==> config.mk <==
export PLATFORM = sky130hd
export DESIGN_NAME = pwmg_top
export DESIGN_NICKNAME = d
export VERILOG_FILES = /design/src/pwmg_pkg.sv /design/src/pwmg_prescaler.sv /design/src/pwmg_byte_pair.sv /design/src/pwmg_top.sv
export SDC_FILE = /design/constraint.sdc
export NUM_CORES = 1
export LEC_CHECK = 0
export BUFFER_PORTS_ARGS = -buffer_cell sky130_fd_sc_hd__buf_2
export CAP_MARGIN = 10
export CORE_AREA = 2 2 123 95
export DETAILED_ROUTE_END_ITERATION = 6
export DIE_AREA = 0 0 125 97
export PLACE_DENSITY = 0.77
export SLEW_MARGIN = 20
export SYNTH_ARGS = -nofsm -noshare
export SYNTH_HDL_FRONTEND = slang
export SYNTH_SLANG_ARGS = --single-unit
==> constraint.sdc <==
create_clock -name MCLK -period 4.45 [get_ports MCLK]
set_input_delay 1.1125 -clock MCLK [delete_from_list [all_inputs] [get_ports MCLK]]
set_output_delay 1.1125 -clock MCLK [all_outputs]
set_load 0.05 [all_outputs]
==> src/pwmg_pkg.sv <==
package pwmg_pkg;
    // Register indices: byte address = 4 * index
    localparam logic [7:0] IDX_DUTY_LOW    = 8'hb6;
    localparam logic [7:0] IDX_DUTY_HIGH   = 8'hb7;
    localparam logic [7:0] IDX_CONTROL     = 8'hdc;
    localparam logic [7:0] IDX_PERIOD_LOW  = 8'hdd;
    localparam logic [7:0] IDX_PERIOD_HIGH = 8'hde;
    localparam logic [7:0] IDX_IRQ_STATUS  = 8'he0;
    localparam logic [7:0] IDX_IRQ_CLEAR   = 8'he1;
    localparam logic [7:0] IDX_IRQ_ENABLE  = 8'he2;
    localparam logic [7:0] IDX_GLOBAL_IE   = 8'he3;
    localparam logic [7:0] IDX_PIN_STATUS  = 8'he4;

    // Control field positions
    localparam int CTL_EN_BIT  = 7;
    localparam int CTL_POL_BIT = 6;
    localparam int CTL_CK_LSB  = 3;
    localparam int CTL_IE_BIT  = 2;
    localparam int CTL_IF_BIT  = 1;
    localparam int CTL_SS_BIT  = 0;

    // Status/enable/clear bit positions
    localparam int EVT_OVF_BIT = 0;
    localparam int EVT_ILW_BIT = 1;

    localparam logic [7:0]  RST_BYTE  = 8'h00;
    localparam logic [11:0] RST_VAL12 = 12'h000;
    localparam logic [6:0]  RST_DIV   = 7'h00;

    typedef struct packed {
        logic       unit_enable;
        logic       output_polarity_select;
        logic [2:0] clock_prescale_select;
        logic       period_irq_enable;
        logic       period_overflow_flag;
        logic       pin_output_select;
    } pwmg_ctl_s;

    typedef struct packed {
        logic [11:0] period_value;
        logic [11:0] duty_value;
    } pwmg_cfg_s;
endpackage : pwmg_pkg

==> src/pwmg_prescaler.sv <==
module pwmg_prescaler
    import pwmg_pkg::*;
(
    input  wire logic       clk,
    input  wire logic       rst_n,
    input  wire logic       run,
    input  wire logic [2:0] sel,
    output logic            tick
);
    logic [6:0] cnt_reg;
    logic [6:0] cnt_next;
    logic       tick_next;
    logic [6:0] mask;

    always_comb begin
        mask      = 7'((8'h01 << sel) - 8'h01);
        cnt_next  = cnt_reg;
        tick_next = 1'b0;
        if (!run) begin
            cnt_next = RST_DIV;
        end else if ((cnt_reg & mask) == mask) begin
            cnt_next  = RST_DIV;
            tick_next = 1'b1;
        end else begin
            cnt_next = cnt_reg + 7'h01;
        end
    end

    always_ff @(posedge clk) begin
        if (!rst_n) begin
            cnt_reg <= RST_DIV;
            tick    <= 1'b0;
        end else begin
            cnt_reg <= cnt_next;
            tick    <= tick_next;
        end
    end
endmodule : pwmg_prescaler

==> src/pwmg_byte_pair.sv <==
module pwmg_byte_pair
    import pwmg_pkg::*;
(
    input  wire logic        clk,
    input  wire logic        rst_n,
    input  wire logic        wr_low,
    input  wire logic        wr_high,
    input  wire logic [7:0]  wdata,
    output logic [7:0]       low_shadow,
    output logic [11:0]      value
);
    // Low byte waits in a shadow until the high byte commits both halves
    logic [7:0]  low_reg;
    logic [7:0]  low_next;
    logic [11:0] val_reg;
    logic [11:0] val_next;

    always_comb begin
        low_next = low_reg;
        val_next = val_reg;
        if (wr_low) begin
            low_next = wdata;
        end
        if (wr_high) begin
            val_next = {wdata[3:0], low_reg};
        end
    end

    always_ff @(posedge clk) begin
        if (!rst_n) begin
            low_reg <= RST_BYTE;
            val_reg <= RST_VAL12;
        end else begin
            low_reg <= low_next;
            val_reg <= val_next;
        end
    end

    assign low_shadow = low_reg;
    assign value      = val_reg;
endmodule : pwmg_byte_pair

==> src/pwmg_top.sv <==
// Summary of operation
// - Control bit 7 runs the period counter; clearing it stops the modulator.
// - Polarity bit 6 zero: high during duty, low otherwise; one inverts.
// - Prescale codes 000..111 divide the system clock by 1 to 128.
// - Counter overflow sets the overflow flag in control bit 1; software clears.
// - Interrupt when overflow flag, local enable bit 2 and global enable all set, or when a status bit and its interrupt-enable bit are both set.
// - Enabled with pin-output bit 0 clear: counter runs, pin stays I/O.
// - Timer-only mode still raises the interrupt when local enable bit 2 and the global enable are set.
// - Pin output on, unit off: pin holds the inactive level.
// - Counter wraps to zero at the period value; period = value times tick.
// - Period zero holds output at the inactive level.
// - New period and duty load only at the start of the next period.
// - A low-byte write takes effect only with the following high-byte write.
// - Duty at or above period gives constant active; duty zero constant inactive.
// - Duty value sets active time per period in prescaled ticks.
// - Option strap picks which of two port pins carries the waveform.
module pwmg_top
    import pwmg_pkg::*;
(
    input  wire logic        MCLK,
    input  wire logic        RST_N,
    input  wire logic        WB_CYC_I,
    input  wire logic        WB_STB_I,
    input  wire logic        WB_WE_I,
    input  wire logic [9:0]  WB_ADR_I,
    input  wire logic [3:0]  WB_SEL_I,
    input  wire logic [31:0] WB_DAT_I,
    output logic      [31:0] WB_DAT_O,
    output logic             WB_ACK_O,
    output logic             WB_ERR_O,
    input  wire logic        OUTPUT_PIN_CHOICE_OPTION,
    output logic             PIN_A_OUT,
    output logic             PIN_A_SEL,
    output logic             PIN_B_OUT,
    output logic             PIN_B_SEL,
    output logic             IRQ
);
    import pwmg_pkg::*;

    // Bus decode
    logic       req;
    logic [7:0] idx;
    logic       wr;
    logic       lane0;
    logic [7:0] wbyte;
    logic       mapped;

    assign req   = WB_CYC_I && WB_STB_I && !WB_ACK_O && !WB_ERR_O;
    assign idx   = WB_ADR_I[9:2];
    assign lane0 = WB_SEL_I[0];
    assign wr    = req && WB_WE_I && lane0 && WB_ADR_I[1:0] == 2'b00;
    assign wbyte = WB_DAT_I[7:0];

    always_comb begin
        case (idx)
            IDX_DUTY_LOW, IDX_DUTY_HIGH, IDX_CONTROL, IDX_PERIOD_LOW,
            IDX_PERIOD_HIGH, IDX_IRQ_STATUS, IDX_IRQ_CLEAR, IDX_IRQ_ENABLE,
            IDX_GLOBAL_IE, IDX_PIN_STATUS: mapped = (WB_ADR_I[1:0] == 2'b00);
            default: mapped = 1'b0;
        endcase
    end

    // Control register state
    pwmg_ctl_s ctl_reg;
    pwmg_ctl_s ctl_next;
    logic      gie_reg;
    logic      gie_next;
    logic [1:0] ien_reg;
    logic [1:0] ien_next;
    logic [1:0] sts_reg;
    logic [1:0] sts_next;

    // Period and duty pairs: low byte shadow plus 12-bit reload value
    logic [7:0]  per_low;
    logic [7:0]  duty_low;
    logic [11:0] per_reload;
    logic [11:0] duty_reload;

    pwmg_byte_pair u_period (
        .clk        (MCLK),
        .rst_n      (RST_N),
        .wr_low     (wr && idx == IDX_PERIOD_LOW),
        .wr_high    (wr && idx == IDX_PERIOD_HIGH),
        .wdata      (wbyte),
        .low_shadow (per_low),
        .value      (per_reload)
    );

    pwmg_byte_pair u_duty (
        .clk        (MCLK),
        .rst_n      (RST_N),
        .wr_low     (wr && idx == IDX_DUTY_LOW),
        .wr_high    (wr && idx == IDX_DUTY_HIGH),
        .wdata      (wbyte),
        .low_shadow (duty_low),
        .value      (duty_reload)
    );

    // Prescaler
    logic tick;

    pwmg_prescaler u_presc (
        .clk   (MCLK),
        .rst_n (RST_N),
        .run   (ctl_reg.unit_enable),
        .sel   (ctl_reg.clock_prescale_select),
        .tick  (tick)
    );

    // Counter and active copies
    pwmg_cfg_s   act_reg;
    pwmg_cfg_s   act_next;
    logic [11:0] cnt_reg;
    logic [11:0] cnt_next;
    logic        ovf;

    always_comb begin
        act_next = act_reg;
        cnt_next = cnt_reg;
        ovf      = 1'b0;
        if (!ctl_reg.unit_enable) begin
            cnt_next = RST_VAL12;
            act_next = '{period_value: per_reload, duty_value: duty_reload};
        end else if (tick) begin
            if (act_reg.period_value == RST_VAL12 ||
                cnt_reg + 12'h001 >= act_reg.period_value) begin
                cnt_next = RST_VAL12;
                ovf      = 1'b1;
                act_next = '{period_value: per_reload, duty_value: duty_reload};
            end else begin
                cnt_next = cnt_reg + 12'h001;
            end
        end
    end

    // Waveform: active level is high when polarity bit is zero
    logic active;
    logic wave;

    always_comb begin
        if (!ctl_reg.unit_enable || act_reg.period_value == RST_VAL12) begin
            active = 1'b0;
        end else if (act_reg.duty_value == RST_VAL12) begin
            active = 1'b0;
        end else if (act_reg.duty_value >= act_reg.period_value) begin
            active = 1'b1;
        end else begin
            active = cnt_reg < act_reg.duty_value;
        end
        wave = active ^ ctl_reg.output_polarity_select;
    end

    // Register writes; hardware set of the flag wins over a software clear
    always_comb begin
        ctl_next = ctl_reg;
        gie_next = gie_reg;
        ien_next = ien_reg;
        sts_next = sts_reg;
        if (wr && idx == IDX_CONTROL) begin
            ctl_next = pwmg_ctl_s'(wbyte);
        end
        if (wr && idx == IDX_GLOBAL_IE) begin
            gie_next = wbyte[0];
        end
        if (wr && idx == IDX_IRQ_ENABLE) begin
            ien_next = wbyte[1:0];
        end
        if (wr && idx == IDX_IRQ_CLEAR) begin
            sts_next = sts_reg & ~wbyte[1:0];
        end
        if (ovf) begin
            ctl_next.period_overflow_flag = 1'b1;
            sts_next[EVT_OVF_BIT]         = 1'b1;
        end
    end

    // Interrupt: local and global gating for the period flag, plus status bits masked by the interrupt-enable register
    logic irq_next;
    logic pin_a_sel_next;
    logic pin_b_sel_next;
    logic pin_sel;

    always_comb begin
        irq_next = (ctl_reg.period_overflow_flag && ctl_reg.period_irq_enable && gie_reg)
                 || |(sts_reg & ien_reg);
        // Pin carries the waveform only when pin-output bit set
        pin_sel        = ctl_reg.pin_output_select;
        pin_a_sel_next = pin_sel && !OUTPUT_PIN_CHOICE_OPTION;
        pin_b_sel_next = pin_sel && OUTPUT_PIN_CHOICE_OPTION;
    end

    // Read mux
    logic [7:0] rbyte;

    always_comb begin
        case (idx)
            IDX_DUTY_LOW:    rbyte = duty_low;
            IDX_DUTY_HIGH:   rbyte = {4'h0, duty_reload[11:8]};
            IDX_CONTROL:     rbyte = ctl_reg;
            IDX_PERIOD_LOW:  rbyte = per_low;
            IDX_PERIOD_HIGH: rbyte = {4'h0, per_reload[11:8]};
            IDX_IRQ_STATUS:  rbyte = {6'h00, sts_reg};
            IDX_IRQ_ENABLE:  rbyte = {6'h00, ien_reg};
            IDX_GLOBAL_IE:   rbyte = {7'h00, gie_reg};
            IDX_PIN_STATUS:  rbyte = {6'h00, ctl_reg.unit_enable, wave};
            default:         rbyte = RST_BYTE;
        endcase
    end

    always_ff @(posedge MCLK) begin
        if (!RST_N) begin
            ctl_reg   <= pwmg_ctl_s'(RST_BYTE);
            gie_reg   <= 1'b0;
            ien_reg   <= 2'b00;
            sts_reg   <= 2'b00;
            act_reg   <= '0;
            cnt_reg   <= RST_VAL12;
            WB_ACK_O  <= 1'b0;
            WB_ERR_O  <= 1'b0;
            WB_DAT_O  <= 32'h0000_0000;
            PIN_A_OUT <= 1'b0;
            PIN_A_SEL <= 1'b0;
            PIN_B_OUT <= 1'b0;
            PIN_B_SEL <= 1'b0;
            IRQ       <= 1'b0;
        end else begin
            ctl_reg   <= ctl_next;
            gie_reg   <= gie_next;
            ien_reg   <= ien_next;
            sts_reg   <= sts_next;
            act_reg   <= act_next;
            cnt_reg   <= cnt_next;
            WB_ACK_O  <= req && mapped;
            WB_ERR_O  <= req && !mapped;
            WB_DAT_O  <= (req && !WB_WE_I) ? {24'h00_0000, rbyte} : 32'h0000_0000;
            PIN_A_OUT <= wave;
            PIN_A_SEL <= pin_a_sel_next;
            PIN_B_OUT <= wave;
            PIN_B_SEL <= pin_b_sel_next;
            IRQ       <= irq_next;
        end
    end
endmodule : pwmg_top

* Yosys cells after proc, flatten, opt, wreduce, memory -nomap -nowiden
Cells that the tools add are included.
** Word-level totals
- Register bits :: 135
- Input port bits :: 52
- Output and inout bits :: 39
- Logic and storage cells :: 112
** Cells by class
- Add/sub/neg operators :: 3
- $lt $le $gt $ge :: 3
- Equal/unequal tests :: 13
- Shift-type cells :: 1
- Muxes and demuxes :: 17
- Bitwise logic cells :: 7
- Reductions and logical operators :: 41
** Operators by type and width (count)
- 8-bit equality test, second input constant :: 10
- 24-bit 2-to-1 mux :: 3
- 8-bit one-hot mux with 9 select lines :: 1
- 12-bit greater-or-equal comparator :: 2
- 12-bit zero test :: 2
- 1-bit logical AND :: 21
- 12-bit by 1-bit adder with 12-bit output, second input constant :: 1
- 12-bit less-than comparator :: 1
- 12-bit 2-to-1 mux :: 1
- 1-bit 2-to-1 mux :: 11
- 10-bit OR reduction :: 1
- 7-bit by 1-bit adder with 7-bit output, second input constant :: 1
- 7-bit bitwise AND :: 1
- 7-bit equality test :: 1
- 1-bit by 3-bit left shift with 7-bit output, first input constant :: 1
- 7-bit by 1-bit subtractor with 7-bit output, second input constant :: 1
- 1-bit zero test :: 6
- 2-bit AND reduction :: 3
- 2-bit bitwise AND :: 2
- 2-bit by 1-bit != test with 1-bit output, second input constant :: 2
- 2-bit nonzero test :: 2
- 1-bit logical OR :: 3
- 3-bit OR reduction :: 1
- 2-bit zero test :: 1
- other kinds (5) :: 6

* Depth between registers and ports, before layout
Gate-level depths: netlist of the first run.
- Word-level depth :: 9
- Gate-level depth with buffers :: 15
- Mapped depth without buffers :: 13

* By module
Synthesis of the first run repeated with hierarchy kept, for this count alone.
** Second synthesis, totals
- Cells, all modules :: 630
- Area total of the unflattened synthesis :: 5783.0 sq um
** By module, submodules not included
- pwmg_top :: instances 1, cells each 460, area each 3853.7 sq um, seq. area each 1261.2 sq um
- pwmg_byte_pair :: instances 2, cells each 64, area each 752.0 sq um, seq. area each 400.4 sq um
- pwmg_prescaler :: instances 1, cells each 42, area each 425.4 sq um, seq. area each 160.2 sq um

* Worst setup path before layout of the first run
OpenSTA, ideal clock, no wires.
- Kind :: reg-to-reg
- From :: register cnt_reg[0]
- To :: register act_reg[11] (netlist name)
- Setup time :: 0.128 ns
- Arrival :: 2.902 ns
- Data required time :: 4.322 ns
- Setup slack :: 1.420 ns
- Stages on the path, launching flop included :: 15
- Buffers on the path :: 2
- Period minus slack after synthesis :: 3.030 ns
- Cell sequence :: dfxtp_1 > and3_1 > nand3_1 > nor2_1 > and3_1 > xor2_1 > ha_1 > a21o_1 > or3_1 > a221oi_4 > o221ai_2 > buf_6 > buf_6 > nand3_1 > o21ai_1
** On the way
- Word-level cells in the longest chain between the ends :: 5
** Ends and longest elaborated chain
- start, declared :: line pwmg_top.sv:113 : logic [11:0] cnt_reg;
- start signal, assigned :: line pwmg_top.sv:232 : cnt_reg <= cnt_next;
- 12-bit by 1-bit adder with 12-bit output :: line pwmg_top.sv:126 : cnt_reg + 12'h001 >= act_reg.period_value) begin
- 12-bit greater-or-equal comparator :: line pwmg_top.sv:126
- 1-bit logical OR :: line pwmg_top.sv:125 : if (act_reg.period_value == RST_VAL12 ||
- 2-bit by 1-bit != test with 1-bit output (no source line)
- 2-bit AND reduction (no source line)
- end signal, assigned :: line pwmg_top.sv:231 : act_reg <= act_next;
- end, declared :: line pwmg_top.sv:111 : pwmg_cfg_s act_reg;
No other way between the ends.
A chain may end at the register's enable or synchronous reset.

* Final worst setup path of the first run
- From :: register cnt_reg[0]
- To :: register cnt_reg[5]
** On the way
- Word-level cells in the longest chain between the ends :: 4
** Ends and longest elaborated chain (line)
- 12-bit by 1-bit adder with 12-bit output * :: pwmg_top.sv:126, pwmg_top.sv:131
- 12-bit greater-or-equal comparator :: pwmg_top.sv:126
- 1-bit logical OR :: pwmg_top.sv:125
- 12-bit 2-to-1 mux * :: pwmg_top.sv:125
Mark *: on every way between the ends. The rest lies on a longest branch, timed or not.

==> summary.md, run 1 <==
| Metric | Value |
|---|---|
| Status | finished, final reports clean |
| Layout cells sized above 1 | 10.3% |
| Diodes inserted | 0 |
| Chip Height | about 97 um |
| Routability congestion estimate | between 0.9 and 1 |
| Fmax | 285 MHz |
| Top_reg_cell synth | dfxtp_1 |
| CP Data Required Time | about 4700 ps |
| Setup TNS | 0 ps |
| Cell Pwr Density | between 300 and 400 nW/um^2 |
| Hold WS | between 400 and 500 ps |
| Clk buf depth | 2 |
| Tcrit/Tclk final | 78.7% |
| Final setup fails | 0 |
| Final Skew | between 10 and 15 ps |
| Clock slew seen by the registers of the worst setup and hold paths | about 80 ps |
| Clock period minus worst slack | around 3500 ps |
| Clock tree from TritonCTS | built |
| Critical Path AT | roughly 3800 ps |
| Leak pwr | 2.31 nW |
| Max-Cap Viols | 0 |
| Vias in the first global route | about 4,500 |
| Flops & latches, synth | between 100 and 150 |
| Number of flops mapped to enable cells by yosys | 0 |
| Instance count of the mapped netlist | between 600 and 700 |
| Max reg flops | 24 |
| Largest vdd supply drop | about 200 uV |
| Initial DRC count | between 500 and 600 |
| Worst hold path type | reg2reg |
| Wirelength per Cell | 16.3 um |
| Area Overhead vs Synth | 6.79% |
| Routed via count | 4,787 |
| # IOs | between 90 and 100 |
| Max-Slew Margin vs Limit | 43.9% |
| Post-cts sizing count | 0 |
| First drt pass iteration count | 5 |
| Drt via density | around 5.8 |
| Sequential fraction of the synthesis area | a little under two fifths |
| CTS root buf | clkbuf_16 |
| Initial Util | around 54% |
| Post-synth top area cell | dfxtp_1 |
| Top cells by count, synth | dfxtp_1, nand2_1, mux2i_1 |
| Hold-fix buffers, CTS | 0 |
| Drc violations | 0 |
| Async SR Flop Fraction | 0% |
| Mapped Avg Cell Area | between 8 and 9 sq um |
| Post-route ant nets | 0 |
| Share of the synthesized area in the top cell type | a little under two fifths |
| Critical Path Source Type | flop |
| RSZ-0062 raised after global routing | false |
| Worst Path Max Fanout | 13 |
| Mapped Area | between 5000 and 6000 sq um |
| Yosys cell types | between 60 and 70 |
| Hold Vio Cnt, Final | 0 |
| Initial antenna violation count | 0 |
| Post-CTS setup buffers | 0 |
| Die width | 125 um |
| Global route overflow | 0 |
| Worst-Margin Slew | between 800 and 900 ps |
| Overall Global Routing Usage | between 20 and 25% |
| IO Port Bufs | 39 |
| Final HPWL DP | between 10 and 15 mm |
| Most common cell in the netlist | dfxtp_1 |
| Global-route wire length before repair | 22.0 mm |
| Largest net degree at the start of global routing | 94 |
| Htree depth | 3 |
| Clock sink count | between 100 and 150 |
| Area contributors post-synth | dfxtp_1, mux2i_1, ha_1, nand2_1, nor2b_1 |
| Die area | about 12,000 sq um |
| Skew-Pair Late Insertion Delay | roughly 360 ps |
| Synth warnings | 0 |
| FP Rows | 33 |
| Setup CP Type | reg2reg |
| Total Nets Final | 774 |
| Core ar. | between 10,000 and 15,000 sq um |
| Final Util | around 58% |
| Total wire length | around 14 mm |
| TritonCTS Buffers | 9 |
| Crit. End Element | flop |
| Final slew viol count | 0 |
==> worst paths after layout <==
check | startpoint | to | cells past startpoint | slack [ps]
max reg2reg | cnt_reg[0]$_SDFFE_PN0P_ | cnt_reg[5]$_SDFFE_PN0P_ | 12 | 950
min | u_period.value[4]$_SDFFE_PN0P_ | u_period.value[4]$_SDFFE_PN0P_ | 2 | 460
min reg2reg | u_period.value[4]$_SDFFE_PN0P_ | u_period.value[4]$_SDFFE_PN0P_ | 2 | 460
max | cnt_reg[0]$_SDFFE_PN0P_ | cnt_reg[5]$_SDFFE_PN0P_ | 12 | 950
==> cell usage in the layout (no fill, tap or decap), types with 3 or more instances in the layout <==
cell,count
dfxtp_1,111
nand2_1,78
mux2i_1,48
nor2b_1,42
nand3_1,40
buf_2,39
ha_1,37
inv_1,33
nor2_1,32
conb_1,24
o21ai_0,21
a21oi_1,20
o21ai_1,20
a21boi_0,10
a22oi_1,9
clkbuf_16,9
xor2_1,8
nor3_1,8
xnor2_1,7
nor4_1,6
or3_1,5
a21o_1,5
a22o_1,5
and3_1,4
o211a_1,4
inv_6,4
a21boi_1,3
nor3_4,3
and2_1,3
a221o_1,3
o21a_1,3
buf_4,3
==> through the flow <==
stage | instance area [sq um] | cells | power (mW) | setup slack (ps)
4_1_cts | 6270 | 830 | 1.90 | 969
2_1_floorplan | 5960 | 686 | 1.11 | 1420
3_3_place_gp | 5990 | 814 | 1.12 | 1050
3_5_place_dp | 5990 | 814 | 1.12 | 984
5_1_grt | 6270 | 830 | 1.94 | 651
6_report | 6270 | 830 | 1.90 | 946
==> metal layers <==
| metal | GRT usage, % | part of all wire (%) | up-vias | wire [um] |
|---|---|---|---|---|
| met5 | 0 | 0 | - | 0 |
| met4 | 5.38 | 1.2 | 0 | 157 |
| met3 | 5.20 | 8.0 | 19 | 1090 |
| met2 | 34.4 | 45 | 195 | 6110 |
| met1 | 31.5 | 46 | 2274 | 6210 |
| li1 | - | - | 2299 | - |
==> report_power, final <==
group | internal (mW) | leakage [nW] | switching (mW)
sequential | 0.992 | 0.894 | 0.000219
combinational | 0.0202 | 1.27 | 0.0825
clock | 0.393 | 0.143 | 0.407
total | 1.41 | 2.31 | 0.490
==> cells by family (layout without fill, tap and decap cells) <==
family | after synthesis | in the layout | synth area share [%]
simple gates | 241 | 241 | 21.3
compound gates | 121 | 121 | 13.8
flops | 111 | 111 | 37.8
buf+inv | 87 | 91 | 8.33
mux | 50 | 50 | 8.56
fa+ha+maj | 37 | 37 | 7.88
xor+xnor | 15 | 15 | 2.24
other cells | 1 | 24 | 0.0638
==> final cells by class <==
type | count | area, sq um
timing repair buffer | 42 | 218
multi-input combinational | 488 | 3250
sequential | 111 | 2220
clock buffer | 9 | 225
clock inverter | 7 | 60.1
fill | 951 | 4540
inverter | 33 | 124
tap | 140 | 175
==> critical path, stage by stage (launching register included) <==
cell	delay (ps)
dfxtp_1	460
and3_1	200
nand3_1	180
nor2_1	280
and3_1	290
xor2_1	170
ha_1	260
a21o_1	200
or3_1	350
a221oi_4	290
o211a_1	470
a21oi_1	120
o21ai_0	170
Note: power is estimated with default switching activity, not from simulation.
==> run 2: changes to the inputs <==
Settings changed: ABC_AREA set to 1, CORE_AREA 2 2 123 95 to 2 2 122 94, DIE_AREA 0 0 125 97 to 0 0 124 96, PLACE_DENSITY 0.77 to 0.78.
Clock period 4.45 ns to 3.6 ns, I/O delays scaled along.
==> summary.md, run 2 <==
| Metric | Value |
|---|---|
| FP Rows | 33 (unchanged) |
| Diodes inserted | 0 (unchanged) |
| Worst hold path type | reg2reg |
| Slowest-stage cell, CP | dfxtp_1 |
| Met2 GRT Util | 36.0% (+1.6 points) |
| Critical Path, Cell by Cell | ha_1 > nand3_1 > nor3_2 > nand3_1 > nor2_1 > xor2_1 > ha_1 > nand2_1 > nor2_1 > nand2_1 > a21oi_1 > nor2_1 > nand4_1 > nand2_1 > o21ai_0 > nor2_1 |
| Global-route wire length before repair | 21.6 mm (-1.5%) |
| Core ar. | 10,700 sq um (-0.76%) |
| Async SR Flop Fraction | 0% (unchanged) |
| Status | finished, final reports clean |
| Clk buf depth | 2 (unchanged) |
| Mapped Area | 5790 sq um (-1.5%) |
| Number of flops mapped to enable cells by yosys | 0 (unchanged) |
| Final slew viol count | 0 (unchanged) |
| Most common cell after layout, fill and taps aside | nand2_1 |
| Met1 Resource Use GR | 33.2% (+1.7 points) |
| Fmax | 316 MHz (+11%) |
| Setup TNS | 0 ps (unchanged) |
| Drt via density | 5.16 (-11%) |
| Post-synth top area cell | dfxtp_1 |
| Critical Path Source Type | flop |
| Vias in the first global route | 4,535 (+1.6%) |
| Largest net degree at the start of global routing | 40 (-57%) |
| Post-cts sizing count | 0 (unchanged) |
| Overall Global Routing Usage | 23.3% (+1.1 points) |
| Die width | 124 um (-0.80%) |
| Mapped Avg Cell Area | 7.49 sq um (-16%) |
| Initial antenna violation count | 0 (unchanged) |
| Cell Pwr Density | 368 nW/um^2 (+22%) |
| Htree depth | 3 (unchanged) |
| Sequential fraction of the synthesis area | 38.4% (+0.57 points) |
| Slowest stage delay, CP | 440 ps (-30 ps) |
| Chip Height | 96 um (-1.0%) |
| Top_reg_cell synth | dfxtp_1 |
| Routed via count | 4,888 (+2.1%) |
| Setup CP Type | reg2reg |
| Final Util | 58.1% (+0.062 points) |
| Final Skew | 6.49 ps (-3.66 ps) |
| Skew-Pair Late Insertion Delay | 350 ps (about the same) |
| Synth Area in Simple Gates | 23.2% (+1.9 points) |
| Instance count of the mapped netlist | 773 (+17%) |
| Synth Area in Compound Gates | 16.3% (+2.5 points) |
| Final setup fails | 0 (unchanged) |
| Leak pwr | 2.84 nW (+23%) |
| Top cells by count, synth | nand2_1, dfxtp_1, nor2_1 |
| Tcrit/Tclk final | 88.0% (+9.2 points) |
| R2R depth | 16 (+4) |
| IO Port Bufs | 39 (unchanged) |
| RSZ-0062 raised after global routing | false |
| Flops & latches, synth | 111 (unchanged) |
| Largest vdd supply drop | 359 uV (+76%) |
| Hold-fix buffers, CTS | 0 (unchanged) |
| Post-route ant nets | 0 (unchanged) |
| Wirelength per Cell | 13.4 um (-18%) |
| Synth warnings | 0 (unchanged) |
| Total wire length | 12.7 mm (-6.5%) |
| GR peak layer | met2 |
| Synth Area in XOR/XNOR | 2.12% (-0.12 points) |
| Initial DRC count | 394 (-29%) |
| Largest family of logic cells by synthesized area | simple AND/OR/NAND/NOR gates |
| Crit. End Element | flop |
| Clock sink count | 111 (unchanged) |
| Mux cell area share after synthesis | 0% (-8.6 points) |
| Global route overflow | 0 (unchanged) |
| Max-Slew Margin vs Limit | 63.1% (+19 points) |
| Die area | 11,900 sq um (-1.8%) |
| CP Data Required Time | 3840 ps (-900 ps) |
| Area contributors post-synth | dfxtp_1, ha_1, nand2_1, a21oi_1, nor2_1 |
| Worst Path Max Fanout | 21 (+8) |
| Initial Util | 53.9% (-0.40 points) |
| Hold path cells | 2 (unchanged) |
| Share of the synthesized area in the top cell type | 38.4% (+0.57 points) |
| Critical Path AT | 3400 ps (-400 ps) |
| First drt pass iteration count | 5 (unchanged) |
| Layout cells sized above 1 | 11.4% (+1.1 points) |
| Final HPWL DP | 9.69 mm (-3.4%) |
| Clock tree from TritonCTS | built |
| Fillers | 1,034 (+8.7%) |
| Clock slew seen by the registers of the worst setup and hold paths | 70 ps (about the same) |
| Max-Cap Viols | 0 (unchanged) |
| Area share of fa/ha/maj cells after synthesis | 8.00% (+0.12 points) |
| Total Nets Final | 892 (+15%) |
| # IOs | 91 (unchanged) |
| Most common cell in the netlist | nand2_1 |
| Drc violations | 0 (unchanged) |
| TritonCTS Buffers | 9 (unchanged) |
| Area Overhead vs Synth | 7.70% |
| Routability congestion estimate | 0.878 (-8.3%) |
| Yosys cell types | 45 (-27%) |
| Met3 usage | 5.69% (+0.49 points) |
| CTS root buf | clkbuf_16 |
| Clock period minus worst slack | 3170 ps (-337 ps) |
| Post-CTS setup buffers | 0 (unchanged) |
| Max reg flops | 24 (unchanged) |
| Most numerous cell on the critical path | nor2_1 |
| Worst-Margin Slew | 552 ps (-286 ps) |
| Hold Vio Cnt, Final | 0 (unchanged) |
| Most frequent cells in the layout | nand2_1, dfxtp_1, nor2_1, inv_1, a21oi_1 |
[run 2: changes by cell type in the layout (fill, tap and decap cells not counted), sizes merged, moves of 9 or more]
cell	change
a21boi	-13
a21oi	+59
a22oi	-9
inv	+56
mux2i	-48
nand2	+45
nand3	-16
nor2	+71
nor2b	-42
nor3	+12
o21ai	+35
[run 2: kinds of logic (layout without fill, tap and decap cells)]
family,Yosys count,in the layout
AOI/OAI and AO/OA,176,176
xor gates and xnor gates,14,14
adders and majority gates,37,37
buffers and inverters,142,153
DFF,111,111
other,1,24
and+or+nand+nor,292,292
[run 2: critical path, delay by kind of cell, from the launching register on]
family | cells | cell delay (ps)
flops | 1 | 440
fa+ha+maj | 2 | 500
compound gates | 2 | 470
xor+xnor | 1 | 110
simple gates | 11 | 1540
[run 2: layout make-up]
class | count | area [sq um] | area share, %
tap | 140 | 175 | 2.81
inverter | 94 | 358 | 5.74
clock buffer | 10 | 239 | 3.83
clock inverter | 5 | 43.8 | 0.703
multi-input combinational | 543 | 2960 | 47.5
sequential | 111 | 2220 | 35.7
timing repair buffer | 44 | 233 | 3.73
[run 2: per-stage QoR]
stage	instances	hold WS (ps)	setup WS, ps	area, sq um	power (mW)
6_report	947	464	433	6230	2.29
5_1_grt	947	490	32.6	6230	2.36
4_1_cts	947	471	482	6230	2.30
3_5_place_dp	932	456	504	5950	1.37
3_3_place_gp	932	440	537	5950	1.37
2_1_floorplan	796	423	1020	5870	1.37
[run 2: worst paths after layout]
kind / end / from / slack, ps
max: act_reg[11]$_SDFFE_PN0P_ / cnt_reg[0]$_SDFFE_PN0P_ / 430
min: PIN_B_SEL$_SDFF_PN0_ / pin_sel$_SDFFE_PN0P_ / 460
max reg2reg: act_reg[11]$_SDFFE_PN0P_ / cnt_reg[0]$_SDFFE_PN0P_ / 430
min reg2reg: PIN_B_SEL$_SDFF_PN0_ / pin_sel$_SDFFE_PN0P_ / 460
[run 2: routing by layer]
layer  share of wire [%]  vias up
met5                   0        -
li1                    -     2544
met4                0.95        0
met3                 6.9       13
met1                  49     2208
met2                  43      123
[run 2: report_power, final]
group          total [mW]  switching, mW  internal [mW]
sequential           1.23       0.000343           1.23
combinational       0.118         0.0987         0.0196
clock               0.947          0.455          0.492
